File: config.mk
export PLATFORM = sky130hd
export DESIGN_NAME = drwt_training
export DESIGN_NICKNAME = d
export VERILOG_FILES = /design/src/drwt_pkg.sv /design/src/drwt_fifo_mem.sv /design/src/drwt_training.sv
export VERILOG_INCLUDE_DIRS = /design/src
export SDC_FILE = /design/constraint.sdc
export NUM_CORES = 2
export LEC_CHECK = 0
export BUFFER_PORTS_ARGS = -buffer_cell sky130_fd_sc_hd__buf_2
export CORE_MARGIN = 2
export CORE_UTILIZATION = 63
export CTS_CLUSTER_SIZE = 14
export DETAILED_ROUTE_END_ITERATION = 7
export GPL_TIMING_DRIVEN = 1
export PLACE_DENSITY = 0.79
export SLEW_MARGIN = 40
export SYNTH_ARGS = -nofsm -noshare
export SYNTH_HDL_FRONTEND = slang
export SYNTH_HIERARCHICAL = 1
export SYNTH_SLANG_ARGS = --single-unit
File: constraint.sdc
create_clock -name mclk -period 4.8 [get_ports mclk]
set_input_delay 0.96 -clock mclk [delete_from_list [all_inputs] [get_ports mclk]]
set_output_delay 0.96 -clock mclk [all_outputs]
set_load 0.005 [all_outputs]
File: src/drwt_params.svh
// Purpose: constants of the read/write training block
// Assumes: included by bare name from every design file except the package
// Notes:   mode register numbers double as the command address
`ifndef DRWT_PARAMS_SVH
`define DRWT_PARAMS_SVH

`define DRWT_MA_DBI      6'h03
`define DRWT_MA_INV_LO   6'h0f
`define DRWT_MA_INV_HI   6'h14
`define DRWT_MA_PAT_1    6'h20
`define DRWT_MA_PAT_2    6'h28

`define DRWT_RST_PAT_1   8'h5a
`define DRWT_RST_PAT_2   8'h3c
`define DRWT_RST_INV_LO  8'h55
`define DRWT_RST_INV_HI  8'h55
`define DRWT_RST_DBI     8'h00

`define DRWT_READ_INVERSION_ENABLE_BIT  6
`define DRWT_MPC_EN_BIT  6
`define DRWT_FN_RDFIFO   6'h01
`define DRWT_FN_RDCAL    6'h03
`define DRWT_FN_WRFIFO   6'h07

`define DRWT_LAST_ENT    3'h4
`define DRWT_LAST_BEAT   4'hf
`define DRWT_MEM_WORDS   80
`define DRWT_PIN_W       18
`define DRWT_LAT_DEPTH   64

`endif

File: src/drwt_pkg.sv
// Purpose: types shared by the training block
// Assumes: nothing
// Notes:   command codes come from the command decoder
package drwt_pkg;

  typedef enum logic [2:0] {
    DRWT_CMD_DES,
    DRWT_CMD_MPC,
    DRWT_CMD_CAS2,
    DRWT_CMD_MRW,
    DRWT_CMD_MRR,
    DRWT_CMD_RD,
    DRWT_CMD_WR,
    DRWT_CMD_MWR
  } drwt_cmd_t;

  typedef enum logic [1:0] {
    DRWT_BK_NONE,
    DRWT_BK_CAL,
    DRWT_BK_RFIFO
  } drwt_burst_t;

endpackage : drwt_pkg

File: src/drwt_fifo_mem.sv
// Purpose: five-entry training fifo storage, 16 beats of 18 pins each
// Assumes: entry index never above 4
// Notes:   read port is combinational
`timescale 1ns/10ps
`include "drwt_params.svh"

module drwt_fifo_mem (
  input  logic                   mclk,    // command clock
  input  logic                   rst,     // synchronous reset
  input  logic                   clr,     // wipe all entries
  input  logic                   we,      // write one beat
  input  logic [2:0]             w_ent,   // entry written
  input  logic [3:0]             w_beat,  // beat written
  input  logic [`DRWT_PIN_W-1:0] w_data,  // captured pins
  input  logic [2:0]             r_ent,   // entry read
  input  logic [3:0]             r_beat,  // beat read
  output logic [`DRWT_PIN_W-1:0] r_data   // stored pins
);

  logic [`DRWT_PIN_W-1:0] mem_r [0:`DRWT_MEM_WORDS-1];
  wire  [6:0]             w_idx;
  wire  [6:0]             r_idx;

  assign w_idx  = {w_ent, w_beat};
  assign r_idx  = {r_ent, r_beat};
  assign r_data = mem_r[r_idx];

  always_ff @(posedge mclk) begin
    for (int i = 0; i < `DRWT_MEM_WORDS; i++) begin
      if (rst || clr) begin
        mem_r[i] <= '0;
      end else if (we && (w_idx == 7'(i))) begin
        mem_r[i] <= w_data;
      end
    end
  end

endmodule : drwt_fifo_mem

File: src/drwt_training.sv
// Purpose: read calibration pattern source and write/read training fifo
// Assumes: commands arrive decoded, one cycle per command start
// Notes:   one data beat per mclk; a burst is 16 cycles
`timescale 1ns/10ps
`include "drwt_params.svh"

module drwt_training (
  input  logic                mclk,                // command clock
  input  logic                rst,                 // synchronous reset
  input  logic                cmd_valid,           // command start
  input  drwt_pkg::drwt_cmd_t cmd_code,            // decoded command
  input  logic [5:0]          cmd_ma,              // mode register address
  input  logic [7:0]          cmd_op,              // operand
  input  logic                cke_pin,             // clock enable pin
  input  logic                pd_entry,            // power-down entry pulse
  input  logic                srpd_entry,          // self-refresh pd entry pulse
  input  logic [5:0]          read_delay_cycles,   // read latency
  input  logic [5:0]          write_delay_cycles,  // write latency
  input  logic [15:0]         dq_in,               // captured write data
  input  logic [1:0]          dmi_in,              // captured write dmi
  output logic [15:0]         dq_out,              // data lanes out
  output logic                dq_oe_n,             // low while driving lanes
  output logic [1:0]          dmi_out,             // dmi out
  output logic [1:0]          dmi_oe_n             // low while driving dmi
);

  function automatic logic [2:0] ptr_inc(input logic [2:0] p);
    ptr_inc = (p == `DRWT_LAST_ENT) ? 3'h0 : p + 3'h1;
  endfunction : ptr_inc

  function automatic logic ma_hit(input logic wr, input logic [5:0] ma,
                                  input logic [5:0] sel);
    ma_hit = wr && (ma == sel);
  endfunction : ma_hit

  logic                  cke_m_r;
  logic                  cke_s_r;
  logic                  mpc_pend_r;
  logic [5:0]            mpc_fn_r;
  logic [2:0]            wptr_r;
  logic [2:0]            rptr_r;
  logic [7:0]            pat1_r;
  logic [7:0]            pat2_r;
  logic [7:0]            inv_lo_r;
  logic [7:0]            inv_hi_r;
  logic [7:0]            dbi_r;
  drwt_pkg::drwt_burst_t rk_r   [0:`DRWT_LAT_DEPTH-1];
  drwt_pkg::drwt_burst_t rk_nxt [0:`DRWT_LAT_DEPTH-1];
  logic [2:0]            re_r   [0:`DRWT_LAT_DEPTH-1];
  logic [2:0]            re_nxt [0:`DRWT_LAT_DEPTH-1];
  logic                  wv_r   [0:`DRWT_LAT_DEPTH-1];
  logic                  wv_nxt [0:`DRWT_LAT_DEPTH-1];
  logic [2:0]            we_r   [0:`DRWT_LAT_DEPTH-1];
  logic [2:0]            we_nxt [0:`DRWT_LAT_DEPTH-1];
  logic                  ract_r;
  logic [3:0]            rb_r;
  drwt_pkg::drwt_burst_t rkind_r;
  logic [2:0]            rent_r;
  logic                  wact_r;
  logic [3:0]            wb_r;
  logic [2:0]            went_r;
  logic [15:0]           dq_out_r;
  logic [1:0]            dmi_out_r;
  logic                  dq_oe_n_r;
  logic [1:0]            dmi_oe_n_r;
  drwt_pkg::drwt_burst_t out_kind_r;

  // command acceptance, ignored while cke is low
  wire acc    = cmd_valid && cke_s_r;
  wire c_mpc  = acc && (cmd_code == drwt_pkg::DRWT_CMD_MPC);
  wire c_cas2 = acc && (cmd_code == drwt_pkg::DRWT_CMD_CAS2);
  wire c_mrw  = acc && (cmd_code == drwt_pkg::DRWT_CMD_MRW);
  wire c_mrr  = acc && (cmd_code == drwt_pkg::DRWT_CMD_MRR);
  wire c_rd   = acc && (cmd_code == drwt_pkg::DRWT_CMD_RD);
  wire c_wr   = acc && (cmd_code == drwt_pkg::DRWT_CMD_WR);
  wire c_mwr  = acc && (cmd_code == drwt_pkg::DRWT_CMD_MWR);

  wire [5:0] fn     = cmd_op[5:0];
  wire fn_known     = (fn == `DRWT_FN_RDFIFO) || (fn == `DRWT_FN_RDCAL) ||
                      (fn == `DRWT_FN_WRFIFO);
  wire mpc_train    = c_mpc && cmd_op[`DRWT_MPC_EN_BIT] && fn_known;
  // cas-2 completes a pair as long as no other accepted command comes between it and the mpc
  wire go           = c_cas2 && mpc_pend_r;
  wire go_cal       = go && (mpc_fn_r == `DRWT_FN_RDCAL);
  wire go_rf        = go && (mpc_fn_r == `DRWT_FN_RDFIFO);
  wire go_wf        = go && (mpc_fn_r == `DRWT_FN_WRFIFO);
  wire mpc_pend_nxt = mpc_train ? 1'b1 : (acc ? 1'b0 : mpc_pend_r);

  wire ptr_rst       = pd_entry || srpd_entry;
  wire [2:0] wptr_nx = ptr_rst ? 3'h0 :
                       (go_wf || c_rd) ? ptr_inc(wptr_r) : wptr_r;
  wire [2:0] rptr_nx = (go_rf || c_rd) ? ptr_inc(rptr_r) : rptr_r;
  // contents wiped by disturbing commands, never by fifo reads
  wire mem_clr = c_wr || c_mwr || c_rd || c_mrr || go_cal || !cke_s_r;

  always_ff @(posedge mclk) begin
    if (rst) begin
      cke_m_r    <= 1'b0;
      cke_s_r    <= 1'b0;
      mpc_pend_r <= 1'b0;
      mpc_fn_r   <= 6'h00;
      wptr_r     <= 3'h0;
      rptr_r     <= 3'h0;
    end else begin
      cke_m_r    <= cke_pin;
      cke_s_r    <= cke_m_r;
      mpc_pend_r <= mpc_pend_nxt;
      mpc_fn_r   <= mpc_train ? fn : mpc_fn_r;
      wptr_r     <= wptr_nx;
      rptr_r     <= rptr_nx;
    end
  end

  // mode registers written by mrw
  always_ff @(posedge mclk) begin
    if (rst) begin
      pat1_r   <= `DRWT_RST_PAT_1;
      pat2_r   <= `DRWT_RST_PAT_2;
      inv_lo_r <= `DRWT_RST_INV_LO;
      inv_hi_r <= `DRWT_RST_INV_HI;
      dbi_r    <= `DRWT_RST_DBI;
    end else begin
      if (ma_hit(c_mrw, cmd_ma, `DRWT_MA_PAT_1)) pat1_r <= cmd_op;
      if (ma_hit(c_mrw, cmd_ma, `DRWT_MA_PAT_2)) pat2_r <= cmd_op;
      if (ma_hit(c_mrw, cmd_ma, `DRWT_MA_INV_LO)) inv_lo_r <= cmd_op;
      if (ma_hit(c_mrw, cmd_ma, `DRWT_MA_INV_HI)) inv_hi_r <= cmd_op;
      if (ma_hit(c_mrw, cmd_ma, `DRWT_MA_DBI)) dbi_r <= cmd_op;
    end
  end

  // latency lines: slot n starts its burst n+1 edges later
  wire                   rd_ins = go_cal || go_rf;
  drwt_pkg::drwt_burst_t rk_new;
  assign rk_new = go_cal ? drwt_pkg::DRWT_BK_CAL : drwt_pkg::DRWT_BK_RFIFO;

  for (genvar gi = 0; gi < `DRWT_LAT_DEPTH; gi++) begin : g_lat
    wire hit_r = rd_ins && (read_delay_cycles == 6'(gi));
    wire hit_w = go_wf && (write_delay_cycles == 6'(gi));
    if (gi == `DRWT_LAT_DEPTH - 1) begin : g_end
      assign rk_nxt[gi] = hit_r ? rk_new : drwt_pkg::DRWT_BK_NONE;
      assign re_nxt[gi] = hit_r ? rptr_r : 3'h0;
      assign wv_nxt[gi] = hit_w;
      assign we_nxt[gi] = hit_w ? wptr_r : 3'h0;
    end else begin : g_mid
      assign rk_nxt[gi] = hit_r ? rk_new : rk_r[gi+1];
      assign re_nxt[gi] = hit_r ? rptr_r : re_r[gi+1];
      assign wv_nxt[gi] = hit_w || wv_r[gi+1];
      assign we_nxt[gi] = hit_w ? wptr_r : we_r[gi+1];
    end
  end

  always_ff @(posedge mclk) begin
    for (int i = 0; i < `DRWT_LAT_DEPTH; i++) begin
      rk_r[i] <= rst ? drwt_pkg::DRWT_BK_NONE : rk_nxt[i];
      re_r[i] <= rst ? 3'h0 : re_nxt[i];
      wv_r[i] <= rst ? 1'b0 : wv_nxt[i];
      we_r[i] <= rst ? 3'h0 : we_nxt[i];
    end
  end

  // read burst engine; a new start restarts the beat count seamlessly
  wire                   rd_start = (rk_r[0] != drwt_pkg::DRWT_BK_NONE);
  wire [3:0]             rbeat    = rd_start ? 4'h0 : rb_r;
  wire [2:0]             rent     = rd_start ? re_r[0] : rent_r;
  wire                   rdrive   = rd_start || ract_r;
  drwt_pkg::drwt_burst_t rkind;
  assign rkind = rdrive ? (rd_start ? rk_r[0] : rkind_r) : drwt_pkg::DRWT_BK_NONE;

  wire        is_cal   = (rkind == drwt_pkg::DRWT_BK_CAL);
  wire [7:0]  cal_byte = rbeat[3] ? pat2_r : pat1_r;
  wire        cal_bit  = cal_byte[rbeat[2:0]];
  wire [15:0] inv_mask = {inv_hi_r, inv_lo_r};
  // plain pattern xor mask, no bus inversion applied
  wire [15:0] cal_dq   = {16{cal_bit}} ^ inv_mask;
  wire [`DRWT_PIN_W-1:0] mem_rdata;
  wire [15:0] dq_nx    = !rdrive ? 16'h0000 : (is_cal ? cal_dq : mem_rdata[15:0]);
  wire [1:0]  dmi_nx   = !rdrive ? 2'h0 : (is_cal ? {2{cal_bit}} : mem_rdata[17:16]);
  wire        dmi_en   = rdrive && (!is_cal || dbi_r[`DRWT_READ_INVERSION_ENABLE_BIT]);
  wire        ract_nx  = rdrive && (rbeat != `DRWT_LAST_BEAT);

  always_ff @(posedge mclk) begin
    if (rst) begin
      ract_r     <= 1'b0;
      rb_r       <= 4'h0;
      rkind_r    <= drwt_pkg::DRWT_BK_NONE;
      rent_r     <= 3'h0;
      dq_out_r   <= 16'h0000;
      dmi_out_r  <= 2'h0;
      dq_oe_n_r  <= 1'b1;
      dmi_oe_n_r <= 2'h3;
      out_kind_r <= drwt_pkg::DRWT_BK_NONE;
    end else begin
      ract_r     <= ract_nx;
      rb_r       <= rbeat + 4'h1;
      rkind_r    <= rkind;
      rent_r     <= rent;
      dq_out_r   <= dq_nx;
      dmi_out_r  <= dmi_en ? dmi_nx : 2'h0;
      dq_oe_n_r  <= !rdrive;
      dmi_oe_n_r <= {2{!dmi_en}};
      out_kind_r <= rkind;
    end
  end

  // write capture engine
  wire       wr_start = wv_r[0];
  wire [3:0] wbeat    = wr_start ? 4'h0 : wb_r;
  wire [2:0] went     = wr_start ? we_r[0] : went_r;
  wire       mem_we   = wr_start || wact_r;
  wire       wact_nx  = mem_we && (wbeat != `DRWT_LAST_BEAT);

  always_ff @(posedge mclk) begin
    if (rst) begin
      wact_r <= 1'b0;
      wb_r   <= 4'h0;
      went_r <= 3'h0;
    end else begin
      wact_r <= wact_nx;
      wb_r   <= wbeat + 4'h1;
      went_r <= went;
    end
  end

  // unwritten entries read back their cleared, defined value
  drwt_fifo_mem u_mem (
    .mclk   (mclk),
    .rst    (rst),
    .clr    (mem_clr),
    .we     (mem_we),
    .w_ent  (went),
    .w_beat (wbeat),
    .w_data ({dmi_in, dq_in}),
    .r_ent  (rent),
    .r_beat (rbeat),
    .r_data (mem_rdata)
  );

  assign dq_out   = dq_out_r;
  assign dq_oe_n  = dq_oe_n_r;
  assign dmi_out  = dmi_out_r;
  assign dmi_oe_n = dmi_oe_n_r;

  // checks
  wire lane0 = dq_out_r[0] ^ inv_lo_r[0];
  wire cal_go = rd_start && (rk_r[0] == drwt_pkg::DRWT_BK_CAL) && !ract_r;

  property p_cal_uniform;
    @(posedge mclk) disable iff (rst)
    (out_kind_r == drwt_pkg::DRWT_BK_CAL) |->
      (((dq_out_r ^ $past(inv_mask)) == 16'h0000) ||
       ((dq_out_r ^ $past(inv_mask)) == 16'hffff));
  endproperty
  a_cal_uniform: assert property (p_cal_uniform) else $error("lane inversion wrong");

  property p_dmi_plain;
    @(posedge mclk) disable iff (rst)
    (out_kind_r == drwt_pkg::DRWT_BK_CAL && dmi_oe_n_r == 2'h0) |->
      (dmi_out_r == {2{dq_out_r[0] ^ $past(inv_lo_r[0])}});
  endproperty
  a_dmi_plain: assert property (p_dmi_plain) else $error("dmi pattern inverted");

  property p_dmi_off;
    @(posedge mclk) disable iff (rst)
    (out_kind_r == drwt_pkg::DRWT_BK_CAL && !$past(dbi_r[`DRWT_READ_INVERSION_ENABLE_BIT]))
      |-> (dmi_oe_n_r == 2'h3);
  endproperty
  a_dmi_off: assert property (p_dmi_off) else $error("dmi driven with inversion off");

  property p_lsb_first;
    @(posedge mclk) disable iff (rst)
    cal_go |=> (lane0 == $past(pat1_r[0])) ##1 (lane0 == $past(pat1_r[1], 2));
  endproperty
  a_lsb_first: assert property (p_lsb_first) else $error("bit order wrong");

  property p_second_byte;
    @(posedge mclk) disable iff (rst)
    cal_go |=> ##8 (lane0 == $past(pat2_r[0], 9));
  endproperty
  a_second_byte: assert property (p_second_byte) else $error("second byte missing");

  property p_burst_len;
    @(posedge mclk) disable iff (rst)
    (rd_start && !ract_r) |=> !dq_oe_n_r [*8] ##1 !dq_oe_n_r [*8];
  endproperty
  a_burst_len: assert property (p_burst_len) else $error("burst shorter than 16");

  property p_wrap;
    @(posedge mclk) disable iff (rst)
    (go_rf && !c_rd && rptr_r == `DRWT_LAST_ENT) |=> (rptr_r == 3'h0);
  endproperty
  a_wrap: assert property (p_wrap) else $error("read pointer did not wrap");

  property p_pd_ptr;
    @(posedge mclk) disable iff (rst)
    ptr_rst |=> (wptr_r == 3'h0);
  endproperty
  a_pd_ptr: assert property (p_pd_ptr) else $error("write pointer not reset");

  property p_rd_adv;
    @(posedge mclk) disable iff (rst)
    (c_rd && !ptr_rst) |=>
      (wptr_r == ptr_inc($past(wptr_r))) && (rptr_r == ptr_inc($past(rptr_r)));
  endproperty
  a_rd_adv: assert property (p_rd_adv) else $error("array read did not advance");

  property p_mpc_nop;
    @(posedge mclk) disable iff (rst)
    (c_mpc && !cmd_op[`DRWT_MPC_EN_BIT]) |=> !mpc_pend_r ##1 !go;
  endproperty
  a_mpc_nop: assert property (p_mpc_nop) else $error("mpc nop started training");

  property p_ptr_range;
    @(posedge mclk) disable iff (rst)
    (wptr_r <= `DRWT_LAST_ENT) && (rptr_r <= `DRWT_LAST_ENT);
  endproperty
  a_ptr_range: assert property (p_ptr_range) else $error("pointer out of range");

  property p_cov_cal;
    @(posedge mclk) disable iff (rst) cal_go;
  endproperty
  c_cov_cal: cover property (p_cov_cal);

  property p_cov_wfifo;
    @(posedge mclk) disable iff (rst) wr_start;
  endproperty
  c_cov_wfifo: cover property (p_cov_wfifo);

  property p_cov_wrap;
    @(posedge mclk) disable iff (rst) go_rf && rptr_r == `DRWT_LAST_ENT;
  endproperty
  c_cov_wrap: cover property (p_cov_wrap);

  property p_cov_b2b;
    @(posedge mclk) disable iff (rst) rd_start && ract_r;
  endproperty
  c_cov_b2b: cover property (p_cov_b2b);

endmodule : drwt_training

==> flow_metrics.py <==
metrics = {
    "pwr": {
        "p_sw_frac": 0.217,
        "seqPwrFrac": 0.525,
        "p_int_mw": 29.2,
        "peakVddDrop_mv": 0.368,
        "p_leak_nw": 37.6,
        "clkPwrFrac": 0.431,
        "p_sw_mw": 8.10,
        "power_density_nw_per_um2": 371,
        "combPwrFrac": 0.044,
    },
    "floorplanning": {
        "io_pins": 74,
        "fp.dieW_um": 383,
        "core_area_um2": 143000,
        "initial_core_util": 0.633,
        "die_y_um": 383,
        "die_area_um2": 147000,
        "fp-row-count": 139,
    },
    "timing": {
        "clock_skew_ns": 0.0388,
        "finalCritPeriodShare": 0.806,
        "grt_setup_unrepaired": "false",
        "max_freq_mhz": 258,
        "setup_violations": 0,
        "tightest_slew_ns": 0.936,
        "hold_viol_final": 0,
        "period_needed_ns": 3.87,
        "setup-tns-final_ns": 0,
        "maxSlewViolCount": 0,
        "setup_ws_ns": 0.930,
        "slew-limit-headroom": 0.374,
    },
    "outcome": {
        "status": "finished clean",
    },
    "clock_tree": {
        "cts_resized": 0,
        "insertion_delay_ns": 0.84,
        "cts_buffers": 205,
        "cts_tree": "built",
        "cts-htree-levels": 4,
        "clock-sinks": 2102,
        "cts_hold_buf": 0,
        "post_cts_buffers": 0,
        "clockBufferDepth": 3,
        "clkTransAtPathRegs_ns": 0.07,
        "clock-root-buffer": "clkbuf_16",
    },
    "synthesis": {
        "netlist_area_um2": 90700,
        "seq_area_frac_synth": 0.623,
        "synth_edf_count": 1440,
        "synth.avg_cell_area_um2": 12.9,
        "synth_common_cells": "and2_1 (1464), edfxtp_1 (1440), mux2i_1 (687)",
        "synth-async-reset-ratio": 0,
        "synth.most_common_cell": "and2_1",
        "postSynthNetCount": 7066,
        "synth_seq_cells": 2102,
        "yosysWarnings": 6,
        "synth.top_cell.area_share": 0.477,
        "synthFlopType": "edfxtp_1",
        "ys_top_cells_by_area": "edfxtp_1 (48%), dfxtp_1 (15%), and2_1 (10%)",
        "synth_cells": 7007,
        "ys_types": 62,
        "synth_top_area_cell": "edfxtp_1",
    },
    "final_layout": {
        "fillers": 9521,
        "layout.nets": 6965,
        "drive_gt1_frac": 0.153,
        "syn_to_final_growth_pct": 10.6,
        "fin_cells": 8995,
    },
    "drt": {
        "drt_iter0_drc": 7056,
        "drc": 0,
        "wl_per_cell_um": 25.9,
        "drt-pass1-iter-count": 6,
        "antenna_left": 0,
        "routed_wirelength_mm": 233,
        "routed_via_density": 6.22,
        "vias": 55900,
    },
    "setup_path": {
        "end_kind": "register",
        "cpMaxStageDelayCell": "and2_2",
        "path_cells": "nor2_1, buf_4, and2_4, and2_2, buf_12, buf_4, a22oi_1, nand3_1, a31oi_1, a211o_1, nand2_1, o21ai_0",
        "cp-start-kind": "register",
        "rrSetupSlack_ns": 0.93,
        "cp_common_cell": "buf_4",
        "r2r_cells": 12,
        "r2r_end": "dq_out[4]",
        "crit_path_max_incr_delay_ns": 0.51,
        "arrival_ns": 4.57,
        "reg2reg_from": "rk_r[0][1]",
        "worstSetupPathType": "register to register",
        "critPathRequiredTime_ns": 5.50,
        "cp_max_fo": 36,
    },
    "global_routing": {
        "antenna_found_initial": 20,
        "grt.overflow.total": 0,
        "grt_pass1_vias": 54300,
        "grt_max_degree": 209,
        "grt_pass1_wl_mm": 345,
        "grt_util_all_layers": 0.315,
    },
    "worst_hold_path": {
        "holdPathStages": 2,
        "hold_end": "cke_m_r",
        "min_from": "cke_pin",
        "hold_class": "input pin to register",
    },
    "placement": {
        "dp_hpwl_mm": 144,
        "gp_congestion": 0.982,
        "place_worst_setup_slack_ns": 0.569,
        "portBuffers": 73,
        "dp.cells": 8600,
    },
    "job": {
        "cap_violations": 0,
    },
}
==> flip-flops by register name, summed over array words and instances, names as in the netlist, 6 cells and up <==
| signal | flops |
|---|---|
| inv_hi_r | 8 |
| re_r | 192 |
| we_r | 192 |
| dq_out | 16 |
| pat1_r | 8 |
| inv_lo_r | 8 |
| pat2_r | 8 |
| rk_r | 128 |
| wv_r | 64 |
| mpc_fn_r | 6 |
| u_mem/mem_r | 1440 |
==> worst max-delay path by stage <==
stage	slack [ns]	to	startpoint
3_3_place_gp	0.53	u_mem/mem_r[62][0]	cmd_code[2]
3_5_place_dp	0.57	u_mem/mem_r[55][6]	cmd_code[2]
6_report	0.93	dq_out[4]	rk_r[0][1]
2_1_floorplan	1.40	u_mem/mem_r[32][0]	wv_r[0][0]
5_1_grt	0.82	dq_out[11]	rk_r[0][1]
4_1_cts	1.00	dq_out[11]	rk_r[0][1]
==> power groups by stage <==
stage                     clock network [mW]  registers, mW  logic (mW)
final                                   16.0           19.5        1.65
after global routing                    16.9           19.6        1.71
after CTS                               16.2           19.5        1.62
after detailed placement                   0           19.9        1.61
after global placement                     0           19.9        1.58
after floorplan                            0           19.9       0.990
==> critical path: cells and delay by family, from the launching register on <==
family                 cells  cell delay [ns]
AO/OA/AOI/OAI              4             0.92
buffers and inverters      3             0.82
flip-flops                 1             0.36
AND/OR/NAND/NOR            5             1.57
==> through the flow <==
| stage | instance area [um^2] | hold slack, ns | total power, mW | util |
|---|---|---|---|---|
| after CTS | 100000 | 0.283 | 37.3 | 0.699 |
| after global placement | 93000 | 0.415 | 21.5 | 0.649 |
| after global routing | 100000 | 0.322 | 38.2 | 0.700 |
| after floorplan | 90700 | 0.411 | 20.9 | - |
| after detailed placement | 93400 | 0.419 | 21.5 | 0.652 |
| final | 100000 | 0.342 | 37.3 | 0.700 |
==> cell families after synthesis <==
logic type	after synthesis	share of synthesized area
compound gates	600	0.0431
xor+xnor	20	0.00193
fa+ha+maj	6	0.000828
buf+inv	617	0.0285
flops	2102	0.623
mux	945	0.137
simple gates	2717	0.166
==> cell usage in the layout (no fill, tap or decap), drive strengths merged, types with 5 or more instances in the layout <==
cell type  instances
a211o             34
a211oi            80
a21oi            192
a22o              37
a22oi             90
a31oi             38
and2            1465
and3               6
buf              272
bufinv            15
clkbuf           282
clkinv            72
clkinvlp           5
dfxtp            662
diode             10
edfxtp          1440
ha                 6
inv               46
mux2              23
mux2i            687
mux4             235
nand2            228
nand2b            14
nand3            156
nor2             725
nor2b             44
nor3              33
nor4              12
o21ai            101
o221a             18
or2                9
or3                6
xor2              18
==> layout make-up <==
type / instances / area, um^2 / share of cell area
inverters: 37 / 139 / 0.00139
multi-input cells: 4288 / 32300 / 0.322
clock inverters: 101 / 978 / 0.00976
well taps: 1903 / 2380 / 0.0237
repair buffers: 272 / 2240 / 0.0223
diodes: 10 / 25.0 / 0.000250
flip-flops and latches: 2102 / 56500 / 0.563
clock buffers: 282 / 5760 / 0.0574
==> per-layer routing <==
layer	vias to the layer above	wire [um]	global-route usage
met1	27800	90000	0.437
met5	-	333	0
li1	24600	-	-
met2	2909	106000	0.472
met3	599	26800	0.0871
met4	32	10200	0.134
Power figures use the tool's default switching activity.
